[config.mk]
export PLATFORM = sky130hd
export DESIGN_NAME = scd_decoder
export DESIGN_NICKNAME = d
export VERILOG_FILES = /design/src/inc/scd_pkg.sv /design/src/hw/scd_decoder.sv
export SDC_FILE = /design/constraint.sdc
export NUM_CORES = 1
export LEC_CHECK = 0
export BUFFER_PORTS_ARGS = -buffer_cell sky130_fd_sc_hd__buf_2
export CORE_ASPECT_RATIO = 1.5
export CORE_MARGIN = 10
export CORE_UTILIZATION = 60
export CTS_BUF_LIST = sky130_fd_sc_hd__clkbuf_4 sky130_fd_sc_hd__clkbuf_8 sky130_fd_sc_hd__clkbuf_16
export DETAILED_ROUTE_END_ITERATION = 10
export GPL_TIMING_DRIVEN = 0
export PLACE_DENSITY = 0.83
export SYNTH_ARGS = -nofsm -noshare
export SYNTH_HDL_FRONTEND = slang
export SYNTH_SLANG_ARGS = --single-unit
[constraint.sdc]
create_clock -name clk -period 4.55 [get_ports clk]
set_input_delay 0.91 -clock clk [delete_from_list [all_inputs] [get_ports clk]]
set_output_delay 0.91 -clock clk [all_outputs]
set_load 0.05 [all_outputs]
[src/inc/scd_pkg.sv]
// Constants, field layouts and states for the sanitize and security decoder.
`default_nettype none
package scd_pkg;
  localparam logic [7:0] OP_RTZ = 8'h01;
  localparam logic [7:0] OP_SAN = 8'h48;
  localparam logic [7:0] OP_SPI = 8'ha2;
  localparam logic [4:0] SA_OVW = 5'h01;
  localparam logic [4:0] SA_CRYPTO = 5'h03;
  localparam logic [4:0] SA_EXIT = 5'h1f;
  localparam int IMMED_BIT = 7;
  localparam int FAILURE_EXIT_PERMIT_FLAG_BIT = 5;
  localparam int INC512_BIT = 7;
  localparam int INVERT_BIT = 7;
  localparam logic [7:0] PROTO_EXT_MAX = 8'h06;
  localparam logic [3:0] SK_GOOD = 4'h0;
  localparam logic [3:0] SK_MEDIUM = 4'h3;
  localparam logic [3:0] SK_ILLEGAL = 4'h5;
  localparam logic [7:0] ASC_NONE = 8'h00;
  localparam logic [7:0] ASC_INV_OP = 8'h20;
  localparam logic [7:0] ASC_INV_CDB = 8'h24;
  localparam logic [7:0] ASC_INV_PARM = 8'h26;
  localparam logic [7:0] ASC_SAN_FAIL = 8'h31;
  localparam logic [7:0] PROT_FILL = 8'hff;
  localparam int UNIT512_SHIFT = 9;
  localparam logic [15:0] BLK_LEN_RST = 16'h0200;
  localparam logic [7:0] OFF_CDB0 = 8'h00;
  localparam logic [7:0] OFF_CDB1 = 8'h04;
  localparam logic [7:0] OFF_CDB2 = 8'h08;
  localparam logic [7:0] OFF_CTRL = 8'h0c;
  localparam logic [7:0] OFF_STATUS = 8'h10;
  localparam logic [7:0] OFF_OVW = 8'h14;
  localparam logic [7:0] OFF_BLK = 8'h18;
  localparam logic [7:0] OFF_PAT = 8'h1c;
  localparam logic [7:0] OFF_SPI_LEN = 8'h20;
  localparam int CTRL_GO_BIT = 0;
  localparam int NEXUS_LSB = 8;
  localparam int ST_DONE = 0;
  localparam int ST_BUSY = 1;
  localparam int ST_READY = 2;
  localparam int ST_FAILED = 3;
  localparam int ST_HELD = 4;
  localparam int ST_CHECK = 5;
  localparam int ST_NODATA = 6;
  localparam int ST_SK_LSB = 8;
  localparam int ST_ASC_LSB = 16;
  localparam int PAT_IDX_LSB = 8;
  localparam logic [1:0] RESP_OKAY = 2'b00;
  localparam logic [1:0] RESP_SLVERR = 2'b10;
  typedef enum logic [1:0] {
    S_IDLE = 2'b00,
    S_SEEK = 2'b01,
    S_SAN = 2'b10
  } scd_state_e;
endpackage
`default_nettype wire

[src/hw/scd_decoder.sv]
// Command decoder for return-to-zero, sanitize and security-protocol-in.
//
// Decided for this implementation: the address map and the AXI4-Lite register port.
`timescale 1ns/1ps
`default_nettype none
module scd_decoder #(
  parameter int PAT_DEPTH = 16,
  parameter int CNT_W = 5
) (
  input wire logic clk,
  input wire logic reset_n,
  input wire logic [7:0] s_axi_awaddr,
  input wire logic s_axi_awvalid,
  output logic s_axi_awready,
  input wire logic [31:0] s_axi_wdata,
  input wire logic [3:0] s_axi_wstrb,
  input wire logic s_axi_wvalid,
  output logic s_axi_wready,
  output logic [1:0] s_axi_bresp,
  output logic s_axi_bvalid,
  input wire logic s_axi_bready,
  input wire logic [7:0] s_axi_araddr,
  input wire logic s_axi_arvalid,
  output logic s_axi_arready,
  output logic [31:0] s_axi_rdata,
  output logic [1:0] s_axi_rresp,
  output logic s_axi_rvalid,
  input wire logic s_axi_rready,
  output logic seek_zero_req,
  input wire logic seek_done,
  output logic ovw_start,
  output logic [CNT_W-1:0] ovw_count,
  output logic crypto_start,
  output logic exit_fail_start,
  input wire logic san_done,
  input wire logic san_fail,
  input wire logic fill_block_start,
  input wire logic fill_next,
  input wire logic fill_prot,
  input wire logic fill_pass_end,
  output logic [7:0] fill_byte,
  output logic spi_start,
  output logic [7:0] spi_protocol,
  output logic spi_proto_info,
  output logic spi_pad_en,
  output logic [40:0] spi_max_bytes,
  output logic spi_no_data,
  input wire logic spo_result,
  input wire logic [7:0] spo_nexus,
  input wire logic lu_reset,
  input wire logic it_loss,
  input wire logic [7:0] it_loss_nexus
);
  localparam int PIW = $clog2(PAT_DEPTH);

  function automatic logic [7:0] cdb_byte(input logic [95:0] c, input int k);
    return c[8*k +: 8];
  endfunction

  function automatic logic [31:0] merge(input logic [31:0] old,
      input logic [31:0] d, input logic [3:0] s);
    logic [31:0] r;
    r = old;
    for (int i = 0; i < 4; i++) begin
      if (s[i]) begin
        r[8*i +: 8] = d[8*i +: 8];
      end
    end
    return r;
  endfunction

  // Bus side registers.
  logic aw_held_r, w_held_r;
  logic [7:0] awaddr_r;
  logic [31:0] wdata_r;
  logic [3:0] wstrb_r;
  logic [31:0] cdb0_r, cdb1_r, cdb2_r, ovw_r, blk_r, nexus_r;
  logic [7:0] pat_mem [PAT_DEPTH];
  scd_pkg::scd_state_e state_r;
  logic done_r, check_r, failed_r, fail_failure_exit_permit_flag_r, immed_r, failure_exit_permit_flag_r, held_r;
  logic [3:0] sk_r;
  logic [7:0] asc_r;
  logic [7:0] held_nexus_r;
  logic invert_r, inv_r;
  logic [PIW-1:0] pidx_r;

  // Command field decoding; multi-byte fields are assembled MSB first.
  wire [95:0] cdb = {cdb2_r, cdb1_r, cdb0_r};
  wire [7:0] op = cdb_byte(cdb, 0);
  wire [7:0] b1 = cdb_byte(cdb, 1);
  wire [4:0] sa = b1[4:0];
  wire [15:0] san_pll = {cdb_byte(cdb, 7), cdb_byte(cdb, 8)};
  wire [31:0] alloc = {cdb_byte(cdb, 6), cdb_byte(cdb, 7),
                       cdb_byte(cdb, 8), cdb_byte(cdb, 9)};
  wire [7:0] b4 = cdb_byte(cdb, 4);
  wire inc512 = b4[scd_pkg::INC512_BIT];
  wire [15:0] pat_len = {ovw_r[23:16], ovw_r[31:24]};
  wire [CNT_W-1:0] cnt = ovw_r[CNT_W-1:0];

  wire wr_fire = aw_held_r && w_held_r && !s_axi_bvalid;
  wire wr_map = awaddr_r inside {scd_pkg::OFF_CDB0, scd_pkg::OFF_CDB1,
                                 scd_pkg::OFF_CDB2, scd_pkg::OFF_CTRL,
                                 scd_pkg::OFF_OVW, scd_pkg::OFF_BLK,
                                 scd_pkg::OFF_PAT};
  wire go_wr = wr_fire && awaddr_r == scd_pkg::OFF_CTRL &&
               wstrb_r[0] && wdata_r[scd_pkg::CTRL_GO_BIT];
  wire go_acc = go_wr && state_r == scd_pkg::S_IDLE;

  wire is_rtz = op == scd_pkg::OP_RTZ;
  wire is_san = op == scd_pkg::OP_SAN;
  wire is_spi = op == scd_pkg::OP_SPI;
  wire sa_res = !(sa == scd_pkg::SA_OVW || sa == scd_pkg::SA_CRYPTO ||
                  sa == scd_pkg::SA_EXIT);
  wire exit_deny = sa == scd_pkg::SA_EXIT && failed_r && !fail_failure_exit_permit_flag_r;
  wire san_cdb_bad = san_pll != 16'h0000 || sa_res || exit_deny;
  wire pat_bad = pat_len == 16'h0000 || pat_len > blk_r[15:0] ||
                 pat_len > 16'(PAT_DEPTH);
  wire cnt_bad = cnt == '0;
  wire parm_bad = sa == scd_pkg::SA_OVW && (pat_bad || cnt_bad);
  wire spi_res = b1 > scd_pkg::PROTO_EXT_MAX;
  wire san_ok = is_san && !san_cdb_bad && !parm_bad;
  wire cmd_bad = !(is_rtz || is_san || is_spi);
  wire san_exit_act = sa == scd_pkg::SA_EXIT && failed_r;
  wire [40:0] spi_len = inc512 ?
      {alloc, 9'h000} : {9'h000, alloc};
  // The reading nexus rides on the go write itself; the register is stale.
  wire spi_read_own = go_acc && is_spi && !spi_res && held_r &&
      held_nexus_r == wdata_r[scd_pkg::NEXUS_LSB +: 8];
  wire held_clr = spi_read_own || lu_reset ||
                  (it_loss && it_loss_nexus == held_nexus_r);
  wire pat_wr = wr_fire && awaddr_r == scd_pkg::OFF_PAT && wstrb_r[0];
  wire [PIW-1:0] pat_last = PIW'(pat_len - 16'h0001);

  wire [31:0] status_word =
      {8'h00, asc_r, 4'h0, sk_r, 1'b0, spi_no_data, check_r, held_r,
       failed_r, state_r == scd_pkg::S_IDLE, state_r != scd_pkg::S_IDLE,
       done_r};
  wire rd_fire = s_axi_arvalid && s_axi_arready;
  wire rd_map = s_axi_araddr inside {scd_pkg::OFF_CDB0, scd_pkg::OFF_CDB1,
                                     scd_pkg::OFF_CDB2, scd_pkg::OFF_CTRL,
                                     scd_pkg::OFF_STATUS, scd_pkg::OFF_OVW,
                                     scd_pkg::OFF_BLK, scd_pkg::OFF_SPI_LEN};
  wire [31:0] rd_word =
      s_axi_araddr == scd_pkg::OFF_CDB0 ? cdb0_r :
      s_axi_araddr == scd_pkg::OFF_CDB1 ? cdb1_r :
      s_axi_araddr == scd_pkg::OFF_CDB2 ? cdb2_r :
      s_axi_araddr == scd_pkg::OFF_CTRL ? nexus_r :
      s_axi_araddr == scd_pkg::OFF_STATUS ? status_word :
      s_axi_araddr == scd_pkg::OFF_OVW ? ovw_r :
      s_axi_araddr == scd_pkg::OFF_BLK ? blk_r :
      s_axi_araddr == scd_pkg::OFF_SPI_LEN ? spi_max_bytes[31:0] : 32'h0;

  // AXI4-Lite write path: address and data are taken in either order.
  always_ff @(posedge clk or negedge reset_n) begin
    if (!reset_n) begin
      aw_held_r <= 1'b0;
      w_held_r <= 1'b0;
      awaddr_r <= 8'h00;
      wdata_r <= 32'h0;
      wstrb_r <= 4'h0;
      s_axi_bvalid <= 1'b0;
      s_axi_bresp <= scd_pkg::RESP_OKAY;
    end else begin
      if (s_axi_awvalid && s_axi_awready) begin
        aw_held_r <= 1'b1;
        awaddr_r <= s_axi_awaddr;
      end else if (wr_fire) begin
        aw_held_r <= 1'b0;
      end
      if (s_axi_wvalid && s_axi_wready) begin
        w_held_r <= 1'b1;
        wdata_r <= s_axi_wdata;
        wstrb_r <= s_axi_wstrb;
      end else if (wr_fire) begin
        w_held_r <= 1'b0;
      end
      if (wr_fire) begin
        s_axi_bvalid <= 1'b1;
        s_axi_bresp <= wr_map ? scd_pkg::RESP_OKAY : scd_pkg::RESP_SLVERR;
      end else if (s_axi_bready) begin
        s_axi_bvalid <= 1'b0;
      end
    end
  end

  always_ff @(posedge clk or negedge reset_n) begin
    if (!reset_n) begin
      s_axi_awready <= 1'b0;
      s_axi_wready <= 1'b0;
      s_axi_arready <= 1'b0;
    end else begin
      s_axi_awready <= !aw_held_r && !(s_axi_awvalid && s_axi_awready);
      s_axi_wready <= !w_held_r && !(s_axi_wvalid && s_axi_wready);
      s_axi_arready <= !s_axi_rvalid && !rd_fire;
    end
  end

  // AXI4-Lite read path.
  always_ff @(posedge clk or negedge reset_n) begin
    if (!reset_n) begin
      s_axi_rvalid <= 1'b0;
      s_axi_rdata <= 32'h0;
      s_axi_rresp <= scd_pkg::RESP_OKAY;
    end else if (rd_fire) begin
      s_axi_rvalid <= 1'b1;
      s_axi_rdata <= rd_word;
      s_axi_rresp <= rd_map ? scd_pkg::RESP_OKAY : scd_pkg::RESP_SLVERR;
    end else if (s_axi_rready) begin
      s_axi_rvalid <= 1'b0;
    end
  end

  // Software-written registers.
  always_ff @(posedge clk or negedge reset_n) begin
    if (!reset_n) begin
      cdb0_r <= 32'h0;
      cdb1_r <= 32'h0;
      cdb2_r <= 32'h0;
      nexus_r <= 32'h0;
      ovw_r <= 32'h0;
      blk_r <= {16'h0000, scd_pkg::BLK_LEN_RST};
    end else if (wr_fire) begin
      unique case (awaddr_r)
        scd_pkg::OFF_CDB0: cdb0_r <= merge(cdb0_r, wdata_r, wstrb_r);
        scd_pkg::OFF_CDB1: cdb1_r <= merge(cdb1_r, wdata_r, wstrb_r);
        scd_pkg::OFF_CDB2: cdb2_r <= merge(cdb2_r, wdata_r, wstrb_r);
        scd_pkg::OFF_CTRL: nexus_r <= merge(nexus_r, wdata_r & 32'h0000ff00,
                                            wstrb_r);
        scd_pkg::OFF_OVW: ovw_r <= merge(ovw_r, wdata_r, wstrb_r);
        scd_pkg::OFF_BLK: blk_r <= merge(blk_r, wdata_r & 32'h0000ffff,
                                         wstrb_r);
        default: ;
      endcase
    end
  end

  always_ff @(posedge clk) begin
    if (pat_wr && wdata_r[scd_pkg::PAT_IDX_LSB +: 8] < 8'(PAT_DEPTH)) begin
      pat_mem[wdata_r[scd_pkg::PAT_IDX_LSB +: PIW]] <= wdata_r[7:0];
    end
  end

  // Command sequencing and completion status.
  always_ff @(posedge clk or negedge reset_n) begin
    if (!reset_n) begin
      state_r <= scd_pkg::S_IDLE;
      done_r <= 1'b0;
      check_r <= 1'b0;
      sk_r <= scd_pkg::SK_GOOD;
      asc_r <= scd_pkg::ASC_NONE;
      immed_r <= 1'b0;
      failure_exit_permit_flag_r <= 1'b0;
      failed_r <= 1'b0;
      fail_failure_exit_permit_flag_r <= 1'b0;
    end else if (go_acc) begin
      done_r <= 1'b1;
      check_r <= 1'b1;
      sk_r <= scd_pkg::SK_ILLEGAL;
      asc_r <= scd_pkg::ASC_INV_CDB;
      if (is_rtz) begin
        state_r <= scd_pkg::S_SEEK;
        done_r <= 1'b0;
        check_r <= 1'b0;
        sk_r <= scd_pkg::SK_GOOD;
        asc_r <= scd_pkg::ASC_NONE;
      end else if (is_san && !san_cdb_bad && parm_bad) begin
        asc_r <= scd_pkg::ASC_INV_PARM;
      end else if (san_ok && sa == scd_pkg::SA_EXIT && !failed_r) begin
        // Nothing to leave: report good at once and start no engine.
        check_r <= 1'b0;
        sk_r <= scd_pkg::SK_GOOD;
        asc_r <= scd_pkg::ASC_NONE;
      end else if (san_ok) begin
        state_r <= scd_pkg::S_SAN;
        immed_r <= b1[scd_pkg::IMMED_BIT];
        failure_exit_permit_flag_r <= b1[scd_pkg::FAILURE_EXIT_PERMIT_FLAG_BIT];
        done_r <= b1[scd_pkg::IMMED_BIT];
        check_r <= 1'b0;
        sk_r <= scd_pkg::SK_GOOD;
        asc_r <= scd_pkg::ASC_NONE;
      end else if (is_spi && !spi_res) begin
        check_r <= 1'b0;
        sk_r <= scd_pkg::SK_GOOD;
        asc_r <= scd_pkg::ASC_NONE;
      end else if (cmd_bad) begin
        asc_r <= scd_pkg::ASC_INV_OP;
      end
    end else if (state_r == scd_pkg::S_SEEK && seek_done) begin
      state_r <= scd_pkg::S_IDLE;
      done_r <= 1'b1;
    end else if (state_r == scd_pkg::S_SAN && san_done) begin
      state_r <= scd_pkg::S_IDLE;
      failed_r <= san_fail;
      fail_failure_exit_permit_flag_r <= san_fail ? failure_exit_permit_flag_r : fail_failure_exit_permit_flag_r;
      if (!immed_r) begin
        done_r <= 1'b1;
        check_r <= san_fail;
        sk_r <= san_fail ? scd_pkg::SK_MEDIUM : scd_pkg::SK_GOOD;
        asc_r <= san_fail ? scd_pkg::ASC_SAN_FAIL : scd_pkg::ASC_NONE;
      end
    end else if (go_wr) begin
      done_r <= 1'b0;
    end
  end

  // Engine strobes; each is a one-cycle pulse from a flip-flop.
  always_ff @(posedge clk or negedge reset_n) begin
    if (!reset_n) begin
      seek_zero_req <= 1'b0;
      ovw_start <= 1'b0;
      ovw_count <= '0;
      invert_r <= 1'b0;
      crypto_start <= 1'b0;
      exit_fail_start <= 1'b0;
      spi_start <= 1'b0;
      spi_protocol <= 8'h00;
      spi_proto_info <= 1'b0;
      spi_pad_en <= 1'b0;
      spi_max_bytes <= '0;
      spi_no_data <= 1'b0;
    end else begin
      seek_zero_req <= go_acc && is_rtz;
      ovw_start <= go_acc && san_ok && sa == scd_pkg::SA_OVW;
      crypto_start <= go_acc && san_ok && sa == scd_pkg::SA_CRYPTO;
      exit_fail_start <= go_acc && san_ok && san_exit_act;
      spi_start <= go_acc && is_spi && !spi_res;
      if (go_acc && san_ok && sa == scd_pkg::SA_OVW) begin
        ovw_count <= cnt;
        invert_r <= ovw_r[scd_pkg::INVERT_BIT];
      end
      if (go_acc && is_spi && !spi_res) begin
        spi_protocol <= b1;
        spi_proto_info <= b1 == 8'h00;
        spi_pad_en <= inc512;
        spi_max_bytes <= spi_len;
        spi_no_data <= !held_r;
      end
    end
  end

  // Retained security results: a new result wins over any clear.
  always_ff @(posedge clk or negedge reset_n) begin
    if (!reset_n) begin
      held_r <= 1'b0;
      held_nexus_r <= 8'h00;
    end else if (spo_result) begin
      held_r <= 1'b1;
      held_nexus_r <= spo_nexus;
    end else if (held_clr) begin
      held_r <= 1'b0;
    end
  end

  // Overwrite fill stream: pattern restarts per block, inverts per pass.
  always_ff @(posedge clk or negedge reset_n) begin
    if (!reset_n) begin
      pidx_r <= '0;
      inv_r <= 1'b0;
      fill_byte <= 8'h00;
    end else begin
      if (ovw_start || fill_block_start) begin
        pidx_r <= '0;
      end else if (fill_next && !fill_prot) begin
        pidx_r <= pidx_r == pat_last ? '0 : pidx_r + 1'b1;
      end
      if (ovw_start) begin
        inv_r <= 1'b0;
      end else if (fill_pass_end && invert_r) begin
        inv_r <= !inv_r;
      end
      fill_byte <= (fill_prot ? scd_pkg::PROT_FILL : pat_mem[pidx_r]) ^
                   {8{inv_r}};
    end
  end

  property p_rtz_seek;
    @(posedge clk) disable iff (!reset_n)
      go_acc && is_rtz |=> seek_zero_req && state_r == scd_pkg::S_SEEK;
  endproperty
  a_rtz_seek: assert property (p_rtz_seek)
    else $error("return-to-zero did not start a seek");

  property p_san_hold;
    @(posedge clk) disable iff (!reset_n)
      state_r == scd_pkg::S_SAN && !immed_r && !san_done |=> !done_r;
  endproperty
  a_san_hold: assert property (p_san_hold)
    else $error("status reported before sanitize finished");

  property p_san_immed;
    @(posedge clk) disable iff (!reset_n)
      go_acc && san_ok && b1[scd_pkg::IMMED_BIT] |=> done_r && !check_r;
  endproperty
  a_san_immed: assert property (p_san_immed)
    else $error("immediate sanitize did not report good at once");

  property p_exit_deny;
    @(posedge clk) disable iff (!reset_n)
      go_acc && is_san && exit_deny |=> check_r && !exit_fail_start;
  endproperty
  a_exit_deny: assert property (p_exit_deny)
    else $error("exit failure mode accepted without permission");

  property p_pll;
    @(posedge clk) disable iff (!reset_n)
      go_acc && is_san && san_pll != 16'h0000 |=>
        check_r && asc_r == scd_pkg::ASC_INV_CDB;
  endproperty
  a_pll: assert property (p_pll)
    else $error("nonzero parameter list length not rejected");

  property p_sa_res;
    @(posedge clk) disable iff (!reset_n)
      go_acc && is_san && sa_res |=>
        check_r && sk_r == scd_pkg::SK_ILLEGAL && state_r == scd_pkg::S_IDLE;
  endproperty
  a_sa_res: assert property (p_sa_res)
    else $error("reserved service action not rejected");

  property p_pat_bad;
    @(posedge clk) disable iff (!reset_n)
      go_acc && is_san && !san_cdb_bad && sa == scd_pkg::SA_OVW && pat_bad
        |=> asc_r == scd_pkg::ASC_INV_PARM && !ovw_start;
  endproperty
  a_pat_bad: assert property (p_pat_bad)
    else $error("bad pattern length not rejected");

  property p_crypto;
    @(posedge clk) disable iff (!reset_n)
      crypto_start |-> state_r == scd_pkg::S_SAN && $past(go_acc);
  endproperty
  a_crypto: assert property (p_crypto)
    else $error("key replacement started without a sanitize");

  property p_spi_len;
    @(posedge clk) disable iff (!reset_n)
      go_acc && is_spi && !spi_res && inc512 |=>
        spi_max_bytes == {$past(alloc), 9'h000} && spi_pad_en;
  endproperty
  a_spi_len: assert property (p_spi_len)
    else $error("512-unit allocation length not scaled");

  property p_held;
    @(posedge clk) disable iff (!reset_n)
      held_r && !held_clr && !spo_result |=> held_r;
  endproperty
  a_held: assert property (p_held)
    else $error("security result dropped without cause");
endmodule // scd_decoder
`default_nettype wire

## Word level (Yosys, flattened, before mapping)

Memories as Yosys holds them, arrays and structs flattened.
Index checks and enable logic that the tools add are counted.

| storage, ports and cells | value |
|---|---|
| memories kept | 1 |
| logic and storage cells | 286 |
| memory bits (writable) | 128 |
| bits in read-only memories | 0 |
| latch bits | 0 |
| register bits | 344 |
| input port bits | 85 |

Memory list:

| name | depth | bits a word | read ports | clocked after Yosys merged registers in | wr ports | RTL line | RTL |
|---|---|---|---|---|---|---|---|
| pat_mem | 16 | 8 | 1 | 0 | 1 | scd_decoder.sv:78 | `logic [7:0] pat_mem [PAT_DEPTH];` |

| operators by class | value |
|---|---|
| reductions and logical operators | 111 |
| shift operators | 0 |
| mux-type cells | 74 |
| eq/ne operators | 30 |
| multipliers | 0 |
| order comparisons | 4 |
| bitwise logic cells | 6 |
| divide/modulo/power cells | 0 |
| $add $sub $neg | 2 |

Operators with widths:

| cell | count |
|---|---|
| $mux 32 | 8 |
| $reduce_and 3->1 | 21 |
| $eq 8x5->1 const B | 6 |
| $mux 41 | 1 |
| $mux 8 | 5 |
| $logic_and 1x1->1 | 38 |
| $mux 6 | 6 |
| $eq 8x4->1 const B | 4 |
| $mux 1 | 31 |
| $mux 4 | 7 |
| $logic_not 8->1 | 3 |
| $mux 2 | 10 |
| $mux 3 | 6 |
| $reduce_bool 2->1 | 9 |
| $eq 8x3->1 const B | 2 |
| $eq 8x8->1 | 2 |
| $gt 16x16->1 | 1 |
| $gt 16x5->1 const B | 1 |
| $logic_not 1->1 | 16 |
| $logic_not 16->1 | 1 |
| $reduce_bool 16->1 | 1 |
| $logic_or 1x1->1 | 12 |
| $eq 8x1->1 const B | 1 |
| $eq 8x6->1 const B | 1 |
| other kinds (28) | 34 |

## Longest topological paths before layout

| depth | value |
|---|---|
| depth in word-level cells | 15 |
| mapped depth | 9 |

## Least setup slack after synthesis

Ideal clock, no wire load.

| path | value |
|---|---|
| kind | flip-flop to flip-flop |
| from | register s_axi_bvalid |
| to | memory pat_mem[2][0], enable pin |
| path slack | 1.837 ns |
| stages on the path, launching flop included | 8 |
| path buffers | 1 |
| arrival | 2.330 ns |
| path through | dfrtp_1 and3b_1 buf_2 and4_1 and3b_1 nor2b_1 nand2_1 nor3_1 |

| on the way | value |
|---|---|
| word-level cells in the longest chain between the ends | 7 |

Ends and longest elaborated chain:

| item | RTL line | RTL |
|---|---|---|
| from (decl) | scd_decoder.sv:20 | `output logic s_axi_bvalid,` |
| from (signal assigned) | scd_decoder.sv:161 | `s_axi_bvalid <= 1'b0;` |
| from (signal assigned) | scd_decoder.sv:178 | `s_axi_bvalid <= 1'b1;` |
| from (signal assigned) | scd_decoder.sv:181 | `s_axi_bvalid <= 1'b0;` |
| $logic_not 1->1 | scd_decoder.sv:100 | `wire wr_fire = aw_held_r && w_held_r && !s_axi_bvalid;` |
| $logic_and 1x1->1 | scd_decoder.sv:100 |  |
| $logic_and 1x1->1 (2 in a row) | scd_decoder.sv:131 | `wire pat_wr = wr_fire && awaddr_r == scd_pkg::OFF_PAT && wstrb_r[0];` |
| $logic_and 1x1->1 | scd_decoder.sv:238 | `if (pat_wr && wdata_r[scd_pkg::PAT_IDX_LSB +: 8] < 8'(PAT_DEPTH)) begin` |
| $mux 1 | scd_decoder.sv:238 |  |
| $mux 1 (not written as such) | scd_decoder.sv:239 | `pat_mem[wdata_r[scd_pkg::PAT_IDX_LSB +: PIW]] <= wdata_r[7:0];` |
| to (decl) | scd_decoder.sv:78 |  |

No other way between the ends.

## Final worst setup path

| path | value |
|---|---|
| from | register wdata_r[0] |
| to | register spi_max_bytes[6] |

| on the way | value |
|---|---|
| word-level cells in the longest chain between the ends | 4 |

Ends and longest elaborated chain:

| item | RTL line | RTL |
|---|---|---|
| from (decl) | scd_decoder.sv:75 | `logic [31:0] wdata_r;` |
| from (signal assigned) | scd_decoder.sv:172 | `wdata_r <= s_axi_wdata;` |
| $logic_and 1x1->1 | scd_decoder.sv:106 | `wstrb_r[0] && wdata_r[scd_pkg::CTRL_GO_BIT];` |
| $logic_and 1x1->1 | scd_decoder.sv:107 | `wire go_acc = go_wr && state_r == scd_pkg::S_IDLE;` |
| $logic_and 1x1->1 (2 in a row) | scd_decoder.sv:331 | `if (go_acc && is_spi && !spi_res) begin` |
| to (signal assigned) | scd_decoder.sv:335 | `spi_max_bytes <= spi_len;` |
| to (decl) | scd_decoder.sv:46 | `output logic [40:0] spi_max_bytes,` |

No other way between the ends.
A chain may end at the register's enable or synchronous reset.

==> metrics.md <==
| Metric | Value |
|---|---|
| Outcome | `finished clean` |
| F_max | `0.275 GHz` |
| CP arrival | `between 4 and 5 ns` |
| RSZ-0062 raised after global routing | `false` |
| Final min period | `3.64 ns` |
| Pre-Repair DR Iteration Count | `6` |
| Pin count of the biggest net entering global routing | `127` |
| Slew Limit Fails | `0` |
| CP Capture Type | `flop` |
| Area contributors post-synth | `dfrtp_1, edfxtp_1, mux2_2` |
| WP data required | `5.04 ns` |
| Final HPWL DP | `46,200 um` |
| Final hold vios | `0` |
| Sequential fraction of the synthesis area | `roughly three fifths` |
| Drt initial violations | `roughly 1,400` |
| GP Congestion | `about 1.0` |
| Crit-path max FO | `17` |
| Leak pwr | `approximately 10 nW` |
| Clk sinks | `463` |
| Distinct cells, synth | `71` |
| Clk root buf | `clkbuf_16` |
| Drt drc | `0` |
| Register area | `between 0.01 and 0.015 mm2` |
| Mapped Area | `0.0202 mm2` |
| Starting Density | `60.6%` |
| Peak supply drop | `between 400 and 500 uV` |
| Asr flop ratio synth | `approximately 72%` |
| Drt wl/cell | `28.4 um` |
| YS warnings | `0` |
| R2r setup slk | `between 0.9 and 1 ns` |
| Clk buf depth | `3` |
| GRT Total Usage | `a little under a third` |
| Psw | `3.40 mW` |
| Core Rows | `just over 80` |
| Dpl cells | `2,138` |
| Number of global-route vias before repair | `approximately 15,000` |
| Initial antenna violation count | `2` |
| Syn_area_per_cell | `between 10 and 15 um2` |
| Normalized max-slew margin | `8.34%` |
| Layout cells sized above 1 | `approximately 31%` |
| Dominant cell type by area after synthesis | `dfrtp_1` |
| Die area | `0.0415 mm2` |
| Total gr overflow | `0` |
| Flop and latch count out of synthesis | `463` |
| Post-synth EDFFs | `128` |
| Synth Instances | `1,523` |
| Area share of the largest cell type after synthesis | `around 41%` |
| Crit start category | `flop` |
| Ys flop type | `dfrtp_1` |
| Fill count | `2,287` |
| Switch share | `a little under a third` |
| Port-buffer cells | `191` |
| Final Skew | `between 0.01 and 0.015 ns` |
| Area taken by multi-input logic gates | `0.00753 mm2` |
| CTS H-tree lvls | `2` |
| I/O pins | `196` |
| Drt total wl | `63,100 um` |
| First-pass GRT wire length | `93,800 um` |
| DR vias/cell | `6.54` |
| Die height | `245 um` |
| Net count, final | `1,867` |
| Final setup viols | `0` |
| Die width | `170 um` |
| Post-route ant nets | `0` |
| Flop pwr share | `50.0%` |
| Finished Layout Cells | `between 2,000 and 2,500` |
| Min-delay worst type | `input pin to async pin` |
| Clk Latency, worst-skew pair | `~0.56 ns` |
| Via count | `14,500` |
| Combinational share of power | `16.6%` |
| Synth-to-layout area growth | `15.1%` |
| Tightest Pin Transition | `about 1.4 ns` |
| Max cap viols | `0` |
| Cell Int Power | `approximately 7.7 mW` |
| Clock power frac | `33.4%` |
| Clk slew on worst S/H paths | `around 0.07 ns` |
| Hold buffers post-CTS | `0` |
| Cell Pwr Density | `476 mW/mm2` |
| Critical path type | `flop to flop` |
| Cts repair resizes | `0` |
| TritonCTS clock tree | `built` |
| Final hold slack | `0.170 ns` |
| Post-CTS Setup Inserts | `0` |
| Tcrit/Tclk final | `79.9%` |
| CTS Buf Count | `43` |
| CORE AREA | `0.0333 mm2` |
-- sequential cells by signal, summed over array words and instances, names as in the netlist, 16 cells and up --
| register | count |
|---|---|
| ovw_r | 32 |
| blk_r | 16 |
| spi_max_bytes | 41 |
| wdata_r | 32 |
| cdb0_r | 32 |
| cdb2_r | 32 |
| cdb1_r | 32 |
| s_axi_rdata | 32 |
| pat_mem | 128 |
-- critical path: stages (launching register included) --
cell      delay, ns
dfrtp_1        0.72
clkbuf_1       0.56
nand4_1        0.34
nor2_1         0.97
clkbuf_1       0.70
nand3b_1       0.18
nand2_1        0.11
-- layout by cell type (no fill, tap or decap), types with 6 or more instances in the layout --
cell       synthesis  final
dfrtp_1          334    334
buf_2             14    204
mux2_2           202    202
nand2_1          128    128
edfxtp_1         128    128
nor2_1            80     80
o21ai_0           70     70
a21oi_1           66     66
clkbuf_1          60     60
clkbuf_16          0     46
mux4_2            40     40
mux2i_1           34     34
nand3_1           33     33
inv_1             31     31
a22oi_1           28     28
nor3_1            20     20
ha_1              19     19
a221oi_1          17     17
xnor2_1           16     16
xor2_1            16     16
a21o_1            15     15
nand3b_1          14     14
nor4_1            13     12
nand2b_1          10     10
clkbuf_4           0     10
clkinv_2           0     10
nand4_1            8      8
nor2b_1            7      7
and2_1             7      7
clkbuf_8           0      7
o211ai_1           6      6
o31ai_1            6      6
a31oi_1            6      6
a222oi_1           6      6
-- final timing paths --
path | endpoint | from | cells past startpoint
min in group clk | s_axi_wready | w_held_r | 1
max in group asynchronous | spi_max_bytes[37] | reset_n | 3
min | wdata_r[3] | reset_n | 1
max reg2reg | spi_max_bytes[6] | wdata_r[0] | 6
max | spi_max_bytes[6] | wdata_r[0] | 6
min reg2reg | s_axi_wready | w_held_r | 1
-- cell type report --
cell class / instances / area share [%]
Antenna cell: 3 / 0.0323
Buffer: 81 / 1.42
Clock buffer: 63 / 5.69
Clock inverter: 16 / 0.576
Inverter: 31 / 0.501
Multi-Input combinational cell: 949 / 32.4
Sequential cell: 463 / 52.6
Tap cell: 420 / 2.26
Timing Repair Buffer: 194 / 4.51
-- per-stage QoR --
stage / setup WS [ns] / total power, mW / cell area (um2) / setup TNS, ns / util, %
after floorplan: 1.84 / 6.49 / 20200 / 0 / -
after global placement: -3.68 / 7.26 / 21700 / -1214.18 / 65.0
after detailed placement: 0.734 / 7.38 / 21800 / 0 / 65.3
after CTS: 1.08 / 11.0 / 23200 / 0 / 69.7
after global routing: 0.838 / 11.4 / 23200 / 0 / 69.7
final: 0.914 / 11.1 / 23200 / 0 / 69.7
-- Yosys cell counts (6+ instances only) --
library cell	count
nor3_1	20
xnor2_1	16
mux4_2	40
o31ai_1	6
inv_1	31
nor2b_1	7
nand3_1	33
a21oi_1	66
o21ai_0	70
nor2_1	80
nand4_1	8
clkbuf_1	60
and2_1	7
o211ai_1	6
xor2_1	16
ha_1	19
edfxtp_1	128
mux2i_1	34
buf_2	14
dfrtp_1	334
mux2_2	202
a221oi_1	17
a21o_1	15
nand3b_1	14
nand2_1	128
a222oi_1	6
nand2b_1	10
a22oi_1	28
a31oi_1	6
nor4_1	13
-- layer usage --
| layer | vias to the layer above | track usage (%) | share of wire, % |
|---|---|---|---|
| met2 | 884 | 52.2 | 51 |
| met3 | 286 | 5.64 | 7.5 |
| met4 | 0 | 22.1 | 8.5 |
| li1 | 6116 | - | - |
| met5 | - | 0 | 0 |
| met1 | 7228 | 32.8 | 33 |
-- cells by family (layout without fill, tap and decap cells) --
kind of cell	after synthesis	after routing	synth area share [%]
flops	463	463	60.6
simple gates	361	361	8.92
mux	276	276	17.4
compound gates	259	259	8.33
buf+inv	112	385	2.21
xor+xnor	32	32	1.39
fa+ha+maj	19	19	1.18
other cells	1	5	0.0186
-- power by group through the flow --
| stage | sequential [mW] | clock (mW) | combinational [mW] |
|---|---|---|---|
| 6_report | 5.53 | 3.70 | 1.84 |
| 5_1_grt | 5.57 | 3.87 | 1.96 |
| 4_1_cts | 5.50 | 3.71 | 1.82 |
| 3_5_place_dp | 5.58 | 0 | 1.80 |
| 3_3_place_gp | 5.54 | 0 | 1.73 |
| 2_1_floorplan | 5.45 | 0 | 1.04 |
No activity file was read; power rests on OpenSTA's default activity.
